===== config.mk =====
export PLATFORM = sky130hd
export DESIGN_NAME = osw_clock_switch
export DESIGN_NICKNAME = d
export VERILOG_FILES = /design/src/design/osw_pkg.sv /design/src/design/osw_postscaler.sv /design/src/design/osw_clock_switch.sv
export SDC_FILE = /design/constraint.sdc
export NUM_CORES = 1
export LEC_CHECK = 0
export ABC_AREA = 1
export BUFFER_PORTS_ARGS = -buffer_cell sky130_fd_sc_hd__buf_2
export CAP_MARGIN = 15
export CELL_PAD_IN_SITES_DETAIL_PLACEMENT = 1
export CELL_PAD_IN_SITES_GLOBAL_PLACEMENT = 2
export CORE_ASPECT_RATIO = 1.4
export CORE_MARGIN = 10
export CORE_UTILIZATION = 32
export CTS_CLUSTER_DIAMETER = 50
export DETAILED_ROUTE_END_ITERATION = 16
export GPL_ROUTABILITY_DRIVEN = 0
export PLACE_DENSITY_LB_ADDON = 0.05
export SLEW_MARGIN = 20
export SYNTH_ARGS = -nofsm -noshare
export SYNTH_HDL_FRONTEND = slang
export SYNTH_SLANG_ARGS = --single-unit

===== constraint.sdc =====
create_clock -name clock -period 1.99 [get_ports clock]
set_input_delay 0.199 -clock clock [delete_from_list [all_inputs] [get_ports clock]]
set_output_delay 0.199 -clock clock [all_outputs]
set_load 0.05 [all_outputs]

===== src/design/osw_pkg.sv =====
// constants, bus carrier and state type for the clock source switch
package osw_pkg;
	////////////////////////////////////////////////////////////////////////////
	// register offsets
	localparam logic [1:0] OSW_ADDR_OSC_CTRL = 2'h0;
	localparam logic [1:0] OSW_ADDR_TUNE     = 2'h1;
	localparam logic [1:0] OSW_ADDR_SEC_CTRL = 2'h2;
	////////////////////////////////////////////////////////////////////////////
	// oscillator_control fields
	localparam int OSW_IDLE_BIT     = 7;
	localparam int OSW_FREQ_LSB     = 4;
	localparam int OSW_STARTUP_BIT  = 3;
	localparam int OSW_FSTABLE_BIT  = 2;
	localparam int OSW_SEL_LSB      = 0;
	// oscillator_tuning fields
	localparam int OSW_LOWSRC_BIT   = 7;
	localparam int OSW_MULT_BIT     = 6;
	localparam int OSW_TUNE_LSB     = 0;
	// secondary_timer_control fields
	localparam int OSW_SEC_ACT_BIT  = 6;
	localparam int OSW_SEC_EN_BIT   = 3;
	////////////////////////////////////////////////////////////////////////////
	// reset values and encodings
	localparam logic [2:0] OSW_FREQ_RST  = 3'h4;
	localparam logic [2:0] OSW_FREQ_LOW  = 3'h0;
	localparam logic [1:0] OSW_SEL_RST   = 2'h0;
	localparam logic [1:0] OSW_SRC_PRI   = 2'h0;
	localparam logic [1:0] OSW_SRC_SEC   = 2'h1;
	localparam logic [4:0] OSW_TUNE_RST  = 5'h00;
	localparam logic [3:0] OSW_MODE_INTA = 4'h8;
	localparam logic [3:0] OSW_MODE_INTB = 4'h9;
	////////////////////////////////////////////////////////////////////////////
	// switch pause lengths, in source edges
	localparam logic [1:0] OSW_OLD_TICKS = 2'h2;
	localparam logic [1:0] OSW_NEW_TICKS = 2'h3;
	////////////////////////////////////////////////////////////////////////////
	typedef struct packed {
		logic [1:0] addr;
		logic [7:0] wdata;
		logic       wr;
		logic       rd;
	} osw_bus_req_t;

	typedef enum logic [1:0] {
		OSW_RUN       = 2'b00,
		OSW_DRAIN_OLD = 2'b01,
		OSW_FILL_NEW  = 2'b11
	} osw_state_t;
endpackage


===== src/design/osw_postscaler.sv =====
// internal oscillator block postscaler: fast edge divided per frequency field
`timescale 1ns/1ps
`default_nettype none
module osw_postscaler (
	input  wire logic       clock,
	input  wire logic       rst_n,
	input  wire logic       fast_tick,
	input  wire logic       slow_tick,
	input  wire logic [2:0] freq_sel,
	input  wire logic       low_src,
	output logic            tick_out
);
	import osw_pkg::*;

	logic [7:0] div_reg;

	// wrap mask: 111 passes every edge, 000 divides by 256
	function automatic logic [7:0] div_mask(input logic [2:0] f);
		unique case (f)
			3'h7: div_mask = 8'h00;
			3'h6: div_mask = 8'h01;
			3'h5: div_mask = 8'h03;
			3'h4: div_mask = 8'h07;
			3'h3: div_mask = 8'h0f;
			3'h2: div_mask = 8'h1f;
			3'h1: div_mask = 8'h3f;
			3'h0: div_mask = 8'hff;
		endcase
	endfunction

	always_ff @(posedge clock or negedge rst_n) begin
		if (!rst_n) begin
			div_reg <= 8'h00;
		end else if (fast_tick) begin
			div_reg <= div_reg + 8'h01;
		end
	end

	// mask applies on the next edge, so a new setting acts at once
	always_ff @(posedge clock or negedge rst_n) begin
		if (!rst_n) begin
			tick_out <= 1'b0;
		end else if (freq_sel == OSW_FREQ_LOW && !low_src) begin
			tick_out <= slow_tick;
		end else begin
			tick_out <= fast_tick && ((div_reg & div_mask(freq_sel)) == div_mask(freq_sel));
		end
	end
endmodule
`default_nettype wire


===== src/design/osw_clock_switch.sv =====
// system clock source selection, glitch-free switch and oscillator control
// Behaviour
// - select 1x takes the internal block, 01 the secondary, 00 the primary
// - every reset clears the select field, restarting on the primary oscillator
// - a write changing the select starts a switch immediately
// - clock pauses two old-source edges plus three new-source edges
// - frequency field picks 8 MHz down to 31 kHz from the internal block
// - reset sets the frequency field to the 1 MHz setting
// - a frequency write changes the internal output at once
// - at 000 low source bit picks fast/256 or the low-power oscillator
// - watchdog and monitor always run from the low-power oscillator; no monitor is built here, only the watchdog clock enable
// - startup-done reads 1 when timer expired and primary running
// - fast-stable reads 1 when fast oscillator stable and clocking; reset 0
// - secondary timer control bit 6 shows secondary clock active
// - at most one source status bit set at a time
// - idle bit picks idle or sleep on a sleep instruction; reset 0
// - selecting secondary is ignored while its enable bit is clear
// - primary mode comes from the non-volatile configuration field only
// - multiplier works only at 4 or 8 MHz settings
//
// Design decisions made here: strobed register access and the placing of the registers.
`timescale 1ns/1ps
`default_nettype none
module osw_clock_switch (
	input  wire logic                  clock,
	input  wire logic                  rst_n,
	input  wire osw_pkg::osw_bus_req_t bus_req,
	output logic [7:0]                 rdata,
	input  wire logic                  pri_tick,
	input  wire logic                  sec_tick,
	input  wire logic                  fast_osc_tick,
	input  wire logic                  lp_osc_tick,
	input  wire logic                  startup_expired,
	input  wire logic                  fast_osc_stable,
	input  wire logic                  two_speed_startup_config,
	input  wire logic [3:0]            primary_mode_config,
	input  wire logic                  sleep_exec,
	output logic                       sys_clk_en,
	output logic                       wdt_clk_en,
	output logic [1:0]                 active_source,
	output logic                       switch_busy,
	output logic [4:0]                 tune_value,
	output logic                       multiplier_active,
	output logic [3:0]                 primary_mode,
	output logic                       enter_idle,
	output logic                       enter_sleep
);
	import osw_pkg::*;

	////////////////////////////////////////////////////////////////////////////
	logic        idle_on_sleep_select_reg;
	logic [2:0]  internal_freq_select_reg;
	logic [1:0]  clock_source_select_reg;
	logic        low_freq_source_select_reg;
	logic        multiplier_enable_reg;
	logic [4:0]  tune_reg;
	logic        secondary_osc_enable_reg;
	logic [3:0]  sec_ctrl_other_reg;
	logic        cfg_loaded_reg;
	logic        two_speed_reg;
	logic [3:0]  primary_mode_reg;
	osw_state_t  state_reg;
	logic [1:0]  active_reg;
	logic [1:0]  target_reg;
	logic [1:0]  edge_cnt_reg;
	logic [7:0]  rdata_reg;
	logic        sys_clk_en_reg;
	logic        int_tick;
	logic        old_tick;
	logic        new_tick;
	logic        sel_write;
	logic [1:0]  sel_next;
	logic        primary_startup_done;
	logic        internal_fast_stable;
	logic        secondary_clock_active;
	logic        mult_allowed;

	function automatic logic pick_tick(input logic [1:0] sel, input logic p,
		input logic s, input logic i);
		if (sel[1]) begin
			pick_tick = i;
		end else if (sel[0]) begin
			pick_tick = s;
		end else begin
			pick_tick = p;
		end
	endfunction

	////////////////////////////////////////////////////////////////////////////
	// internal block output
	osw_postscaler u_post (
		.clock     (clock),
		.rst_n     (rst_n),
		.fast_tick (fast_osc_tick),
		.slow_tick (lp_osc_tick),
		.freq_sel  (internal_freq_select_reg),
		.low_src   (low_freq_source_select_reg),
		.tick_out  (int_tick)
	);

	assign wdt_clk_en = lp_osc_tick;

	////////////////////////////////////////////////////////////////////////////
	// configuration captured after reset release, never from a run-time write
	always_ff @(posedge clock or negedge rst_n) begin
		if (!rst_n) begin
			cfg_loaded_reg   <= 1'b0;
			two_speed_reg    <= 1'b0;
			primary_mode_reg <= 4'h0;
		end else if (!cfg_loaded_reg) begin
			cfg_loaded_reg   <= 1'b1;
			two_speed_reg    <= two_speed_startup_config;
			primary_mode_reg <= primary_mode_config;
		end
	end
	assign primary_mode = primary_mode_reg;

	////////////////////////////////////////////////////////////////////////////
	// register writes
	assign sel_next  = bus_req.wdata[OSW_SEL_LSB +: 2];
	// secondary request dropped while its oscillator is off
	assign sel_write = bus_req.wr && bus_req.addr == OSW_ADDR_OSC_CTRL
		&& !(sel_next == OSW_SRC_SEC && !secondary_osc_enable_reg);

	always_ff @(posedge clock or negedge rst_n) begin
		if (!rst_n) begin
			idle_on_sleep_select_reg <= 1'b0;
			internal_freq_select_reg <= OSW_FREQ_RST;
		end else if (bus_req.wr && bus_req.addr == OSW_ADDR_OSC_CTRL) begin
			idle_on_sleep_select_reg <= bus_req.wdata[OSW_IDLE_BIT];
			internal_freq_select_reg <= bus_req.wdata[OSW_FREQ_LSB +: 3];
		end
	end

	always_ff @(posedge clock or negedge rst_n) begin
		if (!rst_n) begin
			clock_source_select_reg <= OSW_SEL_RST;
		end else if (sel_write) begin
			clock_source_select_reg <= sel_next;
		end
	end

	always_ff @(posedge clock or negedge rst_n) begin
		if (!rst_n) begin
			low_freq_source_select_reg <= 1'b0;
			multiplier_enable_reg      <= 1'b0;
			tune_reg                   <= OSW_TUNE_RST;
		end else if (bus_req.wr && bus_req.addr == OSW_ADDR_TUNE) begin
			low_freq_source_select_reg <= bus_req.wdata[OSW_LOWSRC_BIT];
			multiplier_enable_reg      <= bus_req.wdata[OSW_MULT_BIT];
			tune_reg                   <= bus_req.wdata[OSW_TUNE_LSB +: 5];
		end
	end
	assign tune_value = tune_reg;

	always_ff @(posedge clock or negedge rst_n) begin
		if (!rst_n) begin
			secondary_osc_enable_reg <= 1'b0;
			sec_ctrl_other_reg       <= 4'h0;
		end else if (bus_req.wr && bus_req.addr == OSW_ADDR_SEC_CTRL) begin
			secondary_osc_enable_reg <= bus_req.wdata[OSW_SEC_EN_BIT];
			sec_ctrl_other_reg       <= {bus_req.wdata[7], bus_req.wdata[5:4], bus_req.wdata[0]};
		end
	end

	// multiplier only in internal-block primary modes at 4 or 8 MHz
	assign mult_allowed = primary_mode_reg == OSW_MODE_INTA || primary_mode_reg == OSW_MODE_INTB;
	assign multiplier_active = multiplier_enable_reg && mult_allowed
		&& internal_freq_select_reg[2:1] == 2'b11;

	////////////////////////////////////////////////////////////////////////////
	// switch sequencer: the clock is held while old edges drain and new edges fill
	assign old_tick = pick_tick(active_reg, pri_tick, sec_tick, int_tick);
	assign new_tick = pick_tick(target_reg, pri_tick, sec_tick, int_tick);

	always_ff @(posedge clock or negedge rst_n) begin
		if (!rst_n) begin
			state_reg    <= OSW_RUN;
			target_reg   <= OSW_SEL_RST;
			edge_cnt_reg <= 2'h0;
		end else if (sel_write && sel_next != clock_source_select_reg) begin
			// a new choice restarts the handover from the current source
			state_reg    <= OSW_DRAIN_OLD;
			target_reg   <= sel_next;
			edge_cnt_reg <= 2'h0;
		end else begin
			unique case (state_reg)
				OSW_RUN: begin
					edge_cnt_reg <= 2'h0;
				end
				OSW_DRAIN_OLD: begin
					if (old_tick) begin
						if (edge_cnt_reg == OSW_OLD_TICKS - 2'h1) begin
							state_reg    <= OSW_FILL_NEW;
							edge_cnt_reg <= 2'h0;
						end else begin
							edge_cnt_reg <= edge_cnt_reg + 2'h1;
						end
					end
				end
				OSW_FILL_NEW: begin
					if (new_tick) begin
						if (edge_cnt_reg == OSW_NEW_TICKS - 2'h1) begin
							state_reg    <= OSW_RUN;
							edge_cnt_reg <= 2'h0;
						end else begin
							edge_cnt_reg <= edge_cnt_reg + 2'h1;
						end
					end
				end
				default: begin
					state_reg <= OSW_RUN;
				end
			endcase
		end
	end

	always_ff @(posedge clock or negedge rst_n) begin
		if (!rst_n) begin
			active_reg <= OSW_SEL_RST;
		end else if (state_reg == OSW_FILL_NEW && new_tick
			&& edge_cnt_reg == OSW_NEW_TICKS - 2'h1
			&& !(sel_write && sel_next != clock_source_select_reg)) begin
			active_reg <= target_reg;
		end
	end
	assign active_source = active_reg;
	assign switch_busy   = state_reg != OSW_RUN;

	// clock edges withheld for the whole pause, so no short pulse escapes
	always_ff @(posedge clock or negedge rst_n) begin
		if (!rst_n) begin
			sys_clk_en_reg <= 1'b0;
		end else begin
			sys_clk_en_reg <= (state_reg == OSW_RUN) && old_tick;
		end
	end
	assign sys_clk_en = sys_clk_en_reg;

	////////////////////////////////////////////////////////////////////////////
	// status, at most one set by construction of active_reg
	assign primary_startup_done = active_reg == OSW_SRC_PRI && !switch_busy
		&& (startup_expired || (cfg_loaded_reg && !two_speed_reg));
	assign internal_fast_stable = active_reg[1] && !switch_busy && fast_osc_stable
		&& !(internal_freq_select_reg == OSW_FREQ_LOW && !low_freq_source_select_reg);
	assign secondary_clock_active = active_reg == OSW_SRC_SEC && !switch_busy;

	// sleep instruction outcome
	always_ff @(posedge clock or negedge rst_n) begin
		if (!rst_n) begin
			enter_idle  <= 1'b0;
			enter_sleep <= 1'b0;
		end else begin
			enter_idle  <= sleep_exec && idle_on_sleep_select_reg;
			enter_sleep <= sleep_exec && !idle_on_sleep_select_reg;
		end
	end

	////////////////////////////////////////////////////////////////////////////
	// read port, data valid the cycle after the strobe; unmapped reads zero
	always_ff @(posedge clock or negedge rst_n) begin
		if (!rst_n) begin
			rdata_reg <= 8'h00;
		end else if (bus_req.rd) begin
			unique case (bus_req.addr)
				OSW_ADDR_OSC_CTRL: rdata_reg <= {idle_on_sleep_select_reg,
					internal_freq_select_reg, primary_startup_done,
					internal_fast_stable, clock_source_select_reg};
				OSW_ADDR_TUNE: rdata_reg <= {low_freq_source_select_reg,
					multiplier_enable_reg && mult_allowed, 1'b0, tune_reg};
				OSW_ADDR_SEC_CTRL: rdata_reg <= {sec_ctrl_other_reg[3],
					secondary_clock_active, sec_ctrl_other_reg[2:1],
					secondary_osc_enable_reg, 2'b00, sec_ctrl_other_reg[0]};
				default: rdata_reg <= 8'h00;
			endcase
		end
	end
	assign rdata = rdata_reg;
endmodule
`default_nettype wire


; Yosys cells after proc, flatten, opt, wreduce, memory -nomap -nowiden
; Memories as Yosys holds them, arrays and structs flattened.
; Index checks and enable logic that the tools add are counted.
[totals]
reg_bits = 52
rom_bits = 128
in_bits = 26
out_inout_bits = 25
wordCells = 105
n_memories = 2
[mem_list]
columns = name, depth, word_bits, rd, rd_clocked_by_memory_dff, wr, line_no
row1 = (name not given), 8, 8, 1, 0, 0, osw_postscaler.sv:19  ; unique case (f)
row2 = (name not given), 8, 8, 1, 0, 0, osw_postscaler.sv:19
[op_classes]
n_addsub = 2
eq_ne = 18
mux = 20
n_bitwise = 1
reduce_logical = 41
[ops]
columns = op, n
row1 = 8-bit case mux with 3 select lines, 1
row2 = 1-bit logical AND, 23
row3 = 2-bit 2-to-1 mux, 10
row4 = 8-bit 2-to-1 mux, 2
row5 = "3-bit inequality test, second input constant", 4
row6 = 2-bit case mux with 3 select lines, 2
row7 = "2-bit by 1-bit == test with 1-bit output, second input constant", 5
row8 = "8-bit by 1-bit adder with 8-bit output, second input constant", 1
row9 = 8-bit bitwise AND, 1
row10 = "2-bit == test, second input constant", 4
row11 = "4-bit == test, second input constant", 2
row12 = 8-bit == test, 1
row13 = 1-bit logical NOT, 8
row14 = 2-bit logical NOT, 3
row15 = 1-bit 2-to-1 mux, 5
row16 = 5-bit AND reduction, 1
row17 = 4-bit nonzero test, 1
row18 = 3-bit logical NOT, 1
row19 = 3-bit AND reduction, 1
row20 = "2-bit by 1-bit adder with 2-bit output, second input constant", 1
row21 = 1-bit logical OR, 2
row22 = 2-bit inequality test, 1
row23 = "2-bit inequality test, second input constant", 1
row24 = 2-bit nonzero test, 1

; Longest topological paths before layout
[depth]
depth_word = 7
depth_mapped = 10
depth_no_buf = 10

; Modules after synthesis
; Synthesis repeated with hierarchy kept, for this count alone.
[unflattened]
cells_unflattened = 318
area_unflattened_um2 = 2663.8
[modules_own_cells]
columns = module, instances, cells_each, area_each_um2, seq_area_each_um2
row1 = osw_clock_switch, 1, 255, 2165.8, 1077.3
row2 = osw_postscaler, 1, 63, 498.0, 225.2

; Worst setup path after synthesis
; No wires, ideal clock.
[synth_path]
kind = register to output
start = register primary_mode_reg[3] (netlist: primary_mode[3])
end = output port multiplier_active
arrival_ns = 1.545
required_ns = 1.791
setup_slack_ns = 0.246
path_stages_with_launch = 4
n_path_buf = 0
path_cell_list = dfrtp_1 -> and3_1 -> inv_1 -> nor2_1
[synth_via]
elab_chain_len = 4
elab_cells_between_ends = 5
classes_between = eq/ne (2) / reduce/logical (3)
[synth_lines]
columns = item, line_no
row1 = from (decl), osw_clock_switch.sv:61  ; logic [3:0] primary_mode_reg;
row2 = from (signal assigned), osw_clock_switch.sv:113  ; primary_mode_reg <= primary_mode_config;
row3 = 4-bit == test, osw_clock_switch.sv:167  ; assign mult_allowed = primary_mode_reg == OSW_MODE_INTA || primary_mode_reg == OSW_MODE_INTB;
row4 = 1-bit logical OR *, osw_clock_switch.sv:167
row5 = 1-bit logical AND *, osw_clock_switch.sv:168  ; assign multiplier_active = multiplier_enable_reg && mult_allowed
row6 = 1-bit logical AND *, osw_clock_switch.sv:169  ; && internal_freq_select_reg[2:1] == 2'b11;
row7 = to (decl), osw_clock_switch.sv:43  ; output logic multiplier_active,
; Every way passes the cells marked *; elsewhere a longest branch is shown, timed or not.

; Worst setup path in the final report
[layout_path]
start = register primary_mode_reg[1] (netlist: primary_mode[1])
end = output port multiplier_active
; Same word-level chain as after synthesis.

==> results.json <==
{
  "r2r_slack_ps": 480,
  "yosys.area.top_type": "dfrtp_1",
  "critPathMaxStageDelay_ps": 410,
  "dieHeight_um": 126,
  "start_util": 0.330,
  "fmax_mhz": 608,
  "yosysMostFrequentCell": "nand2_1",
  "hold_path_end": "enter_idle",
  "path_max_fanout": 3,
  "clock_insertion_delay_worst_skew_ps": 310,
  "cpMostUsedCell": "nor2_1",
  "dr.pass1.iters": 4,
  "cts_made_buffers": 5,
  "wl_um": 6910,
  "port_buffers": 50,
  "io-pin-count": 51,
  "power_w": 0.00328,
  "synthFlopType": "dfrtp_1",
  "ys_types": 36,
  "whs_path_depth": 3,
  "min_path_type": "in2reg",
  "h-tree-depth": 2,
  "status": "completed",
  "syn-cell-area_um2": 2580,
  "clk_pin_slew_ps": 110,
  "period_share": 0.827,
  "regToRegStartpoint": "state_reg[0]",
  "remaining_drc_errors": 0,
  "powerDensity_nw_per_um2": 1080,
  "fin_nets": 392,
  "vias_per_cell": 4.70,
  "fin_crit_ps": 1650,
  "ctsResizeCount": 0,
  "num_antenna_cells": 0,
  "r2r_cells": 9,
  "critical_path.slowest_cell": "dfrtp_1",
  "cp.arrival_ps": 1450,
  "grt_usage": 0.121,
  "hold_viol_final": 0,
  "postCtsSetupBuffers": 0,
  "std_cell_rows": 38,
  "p_leak_nw": 1.57,
  "worst_pin_slew_ps": 507,
  "cts.sink_count": 52,
  "cts_root_buf": "clkbuf_8",
  "syn_to_final_growth_pct": 17.9,
  "crit_chain": "nor2_1 -> and3_1 -> inv_1 -> nor2_1 -> buf_2",
  "ctsHoldBuffers": 1,
  "drive_above_1_share": 0.220,
  "yosysTopAreaCellShare": 0.495,
  "final_util": 0.389,
  "cts_buffer_depth": 2,
  "die_area_um2": 12100,
  "drv_cap": 0,
  "ys_async_sr_fraction": 1.00,
  "end_kind": "output port",
  "num_vias": 2176,
  "rsz0062_at_grt": "false",
  "critPathLaunchType": "flip-flop",
  "globalRouteOverflowTotal": 0,
  "grt_pass1_vias": 2342,
  "routedWlPerCell_um": 14.9,
  "fin_setup_tns_ps": 0,
  "synth_edf_count": 0,
  "netlist_top_cells_count": "nand2_1, dfrtp_1, inv_1, o21ai_0, nor2_1",
  "critPathKind": "reg2out",
  "required_ps": 1790,
  "synthCells": 307,
  "drv_slew": 0,
  "r2r-end": "state_reg[0]",
  "avgSynthCellArea_um2": 8.39,
  "min-delay-start": "sleep_exec",
  "synth_sequential_area_ratio": 0.506,
  "die_w_um": 95.8,
  "yosysWarnings": 0,
  "finClkSkew_ps": 11.4,
  "ys_ff_latch": 52,
  "drtAntennaViolNets": 0,
  "post-dp-hpwl_um": 5590,
  "core_area_um2": 7800,
  "cts_tree": "done",
  "grt_pass1_wl_um": 11700,
  "max-vdd-ir-drop_mv": 0.450,
  "antenna_found_initial": 0,
  "whs_ps": 84.4,
  "yosys-top-cells-area": "dfrtp_1, nand2_1, o21ai_0, inv_1, nor2_1",
  "grt_max_degree": 22,
  "slew_headroom": 0.659,
  "drt_iter0_drc": 45,
  "setup_viol": 0,
  "syn_nets": 337
}
layer usage:
metal / track usage / up-vias / wire length (µm)
met5: 0 / - / 0
met4: 0.0287 / 0 / 60
met3: 0.0268 / 5 / 269
met2: 0.209 / 30 / 3610
met1: 0.148 / 1058 / 2970
li1: - / 1083 / -
worst max-delay path, delay by kind of cell, from the launching register on:
family        cells  cell delay, ps
simple gates      3             410
flops             1             410
buf+inv           2             330
worst max path at each step:
| stage | from | slack [ps] | end |
|---|---|---|---|
| finish | primary_mode[1] | 340 | multiplier_active |
| global route | primary_mode[1] | 220 | multiplier_active |
| CTS | primary_mode[1] | 300 | multiplier_active |
| detailed placement | state_reg[1] | 470 | state_reg[1] |
| global placement | state_reg[0] | 520 | state_reg[1] |
| floorplan | primary_mode[3] | 250 | multiplier_active |
per-stage QoR:
| stage | instances | instance area (µm²) | setup slack (ps) |
|---|---|---|---|
| 2_1_floorplan | 307 | 2580 | 246 |
| 3_3_place_gp | 454 | 2930 | 520 |
| 3_5_place_dp | 454 | 2930 | 472 |
| 4_1_cts | 463 | 3040 | 302 |
| 5_1_grt | 463 | 3040 | 217 |
| 6_report | 463 | 3040 | 345 |
cell usage in the layout, fill, tap and decap left out, types with 2 or more instances in the layout:
cell and instances:
nor2_2 2, nor2_1 23, buf_2 50, a21oi_1 2
xnor2_1 3, o21ai_1 2, o211ai_1 6, inv_1 39
nand3_1 10, clkinvlp_4 2, nand4_1 7, clkbuf_8 5
a31oi_1 3, ha_1 4, nand2_1 92, nor2_4 2
nand3_4 2, buf_4 2, o21ai_0 30, nand2_2 2
xor2_1 4, dfrtp_1 51, mux2_2 4, nand2_4 2
report_power, final:
part / internal [W] / switching, W
combinational: 0.000367 / 0.000810
sequential: 0.00128 / 0.000195
clock: 0.000250 / 0.000374
total: 0.00190 / 0.00138
layout make-up:
cell class | count | area [µm²]
repair buffers | 53 | 275
clock buffers | 5 | 68.8
inverters | 41 | 155
flip-flops and latches | 52 | 1300
multi-input cells | 209 | 1090
fillers | 998 | 4760
well taps | 100 | 125
clock inverters | 3 | 23.8
logic make-up (layout without fill, tap and decap cells):
kind of cell	after synthesis	in the layout	share of synthesized area
AND/OR/NAND/NOR	148	148	0.263
buffers and inverters	46	102	0.0728
other	1	1	0.00146
adder cells (fa/ha/maj)	4	4	0.0194
XOR/XNOR	7	7	0.0238
AO/OA/AOI/OAI	45	45	0.0962
multiplexers	4	4	0.0175
flip-flops	52	52	0.506
Note: power is estimated with default switching activity, not from simulation.
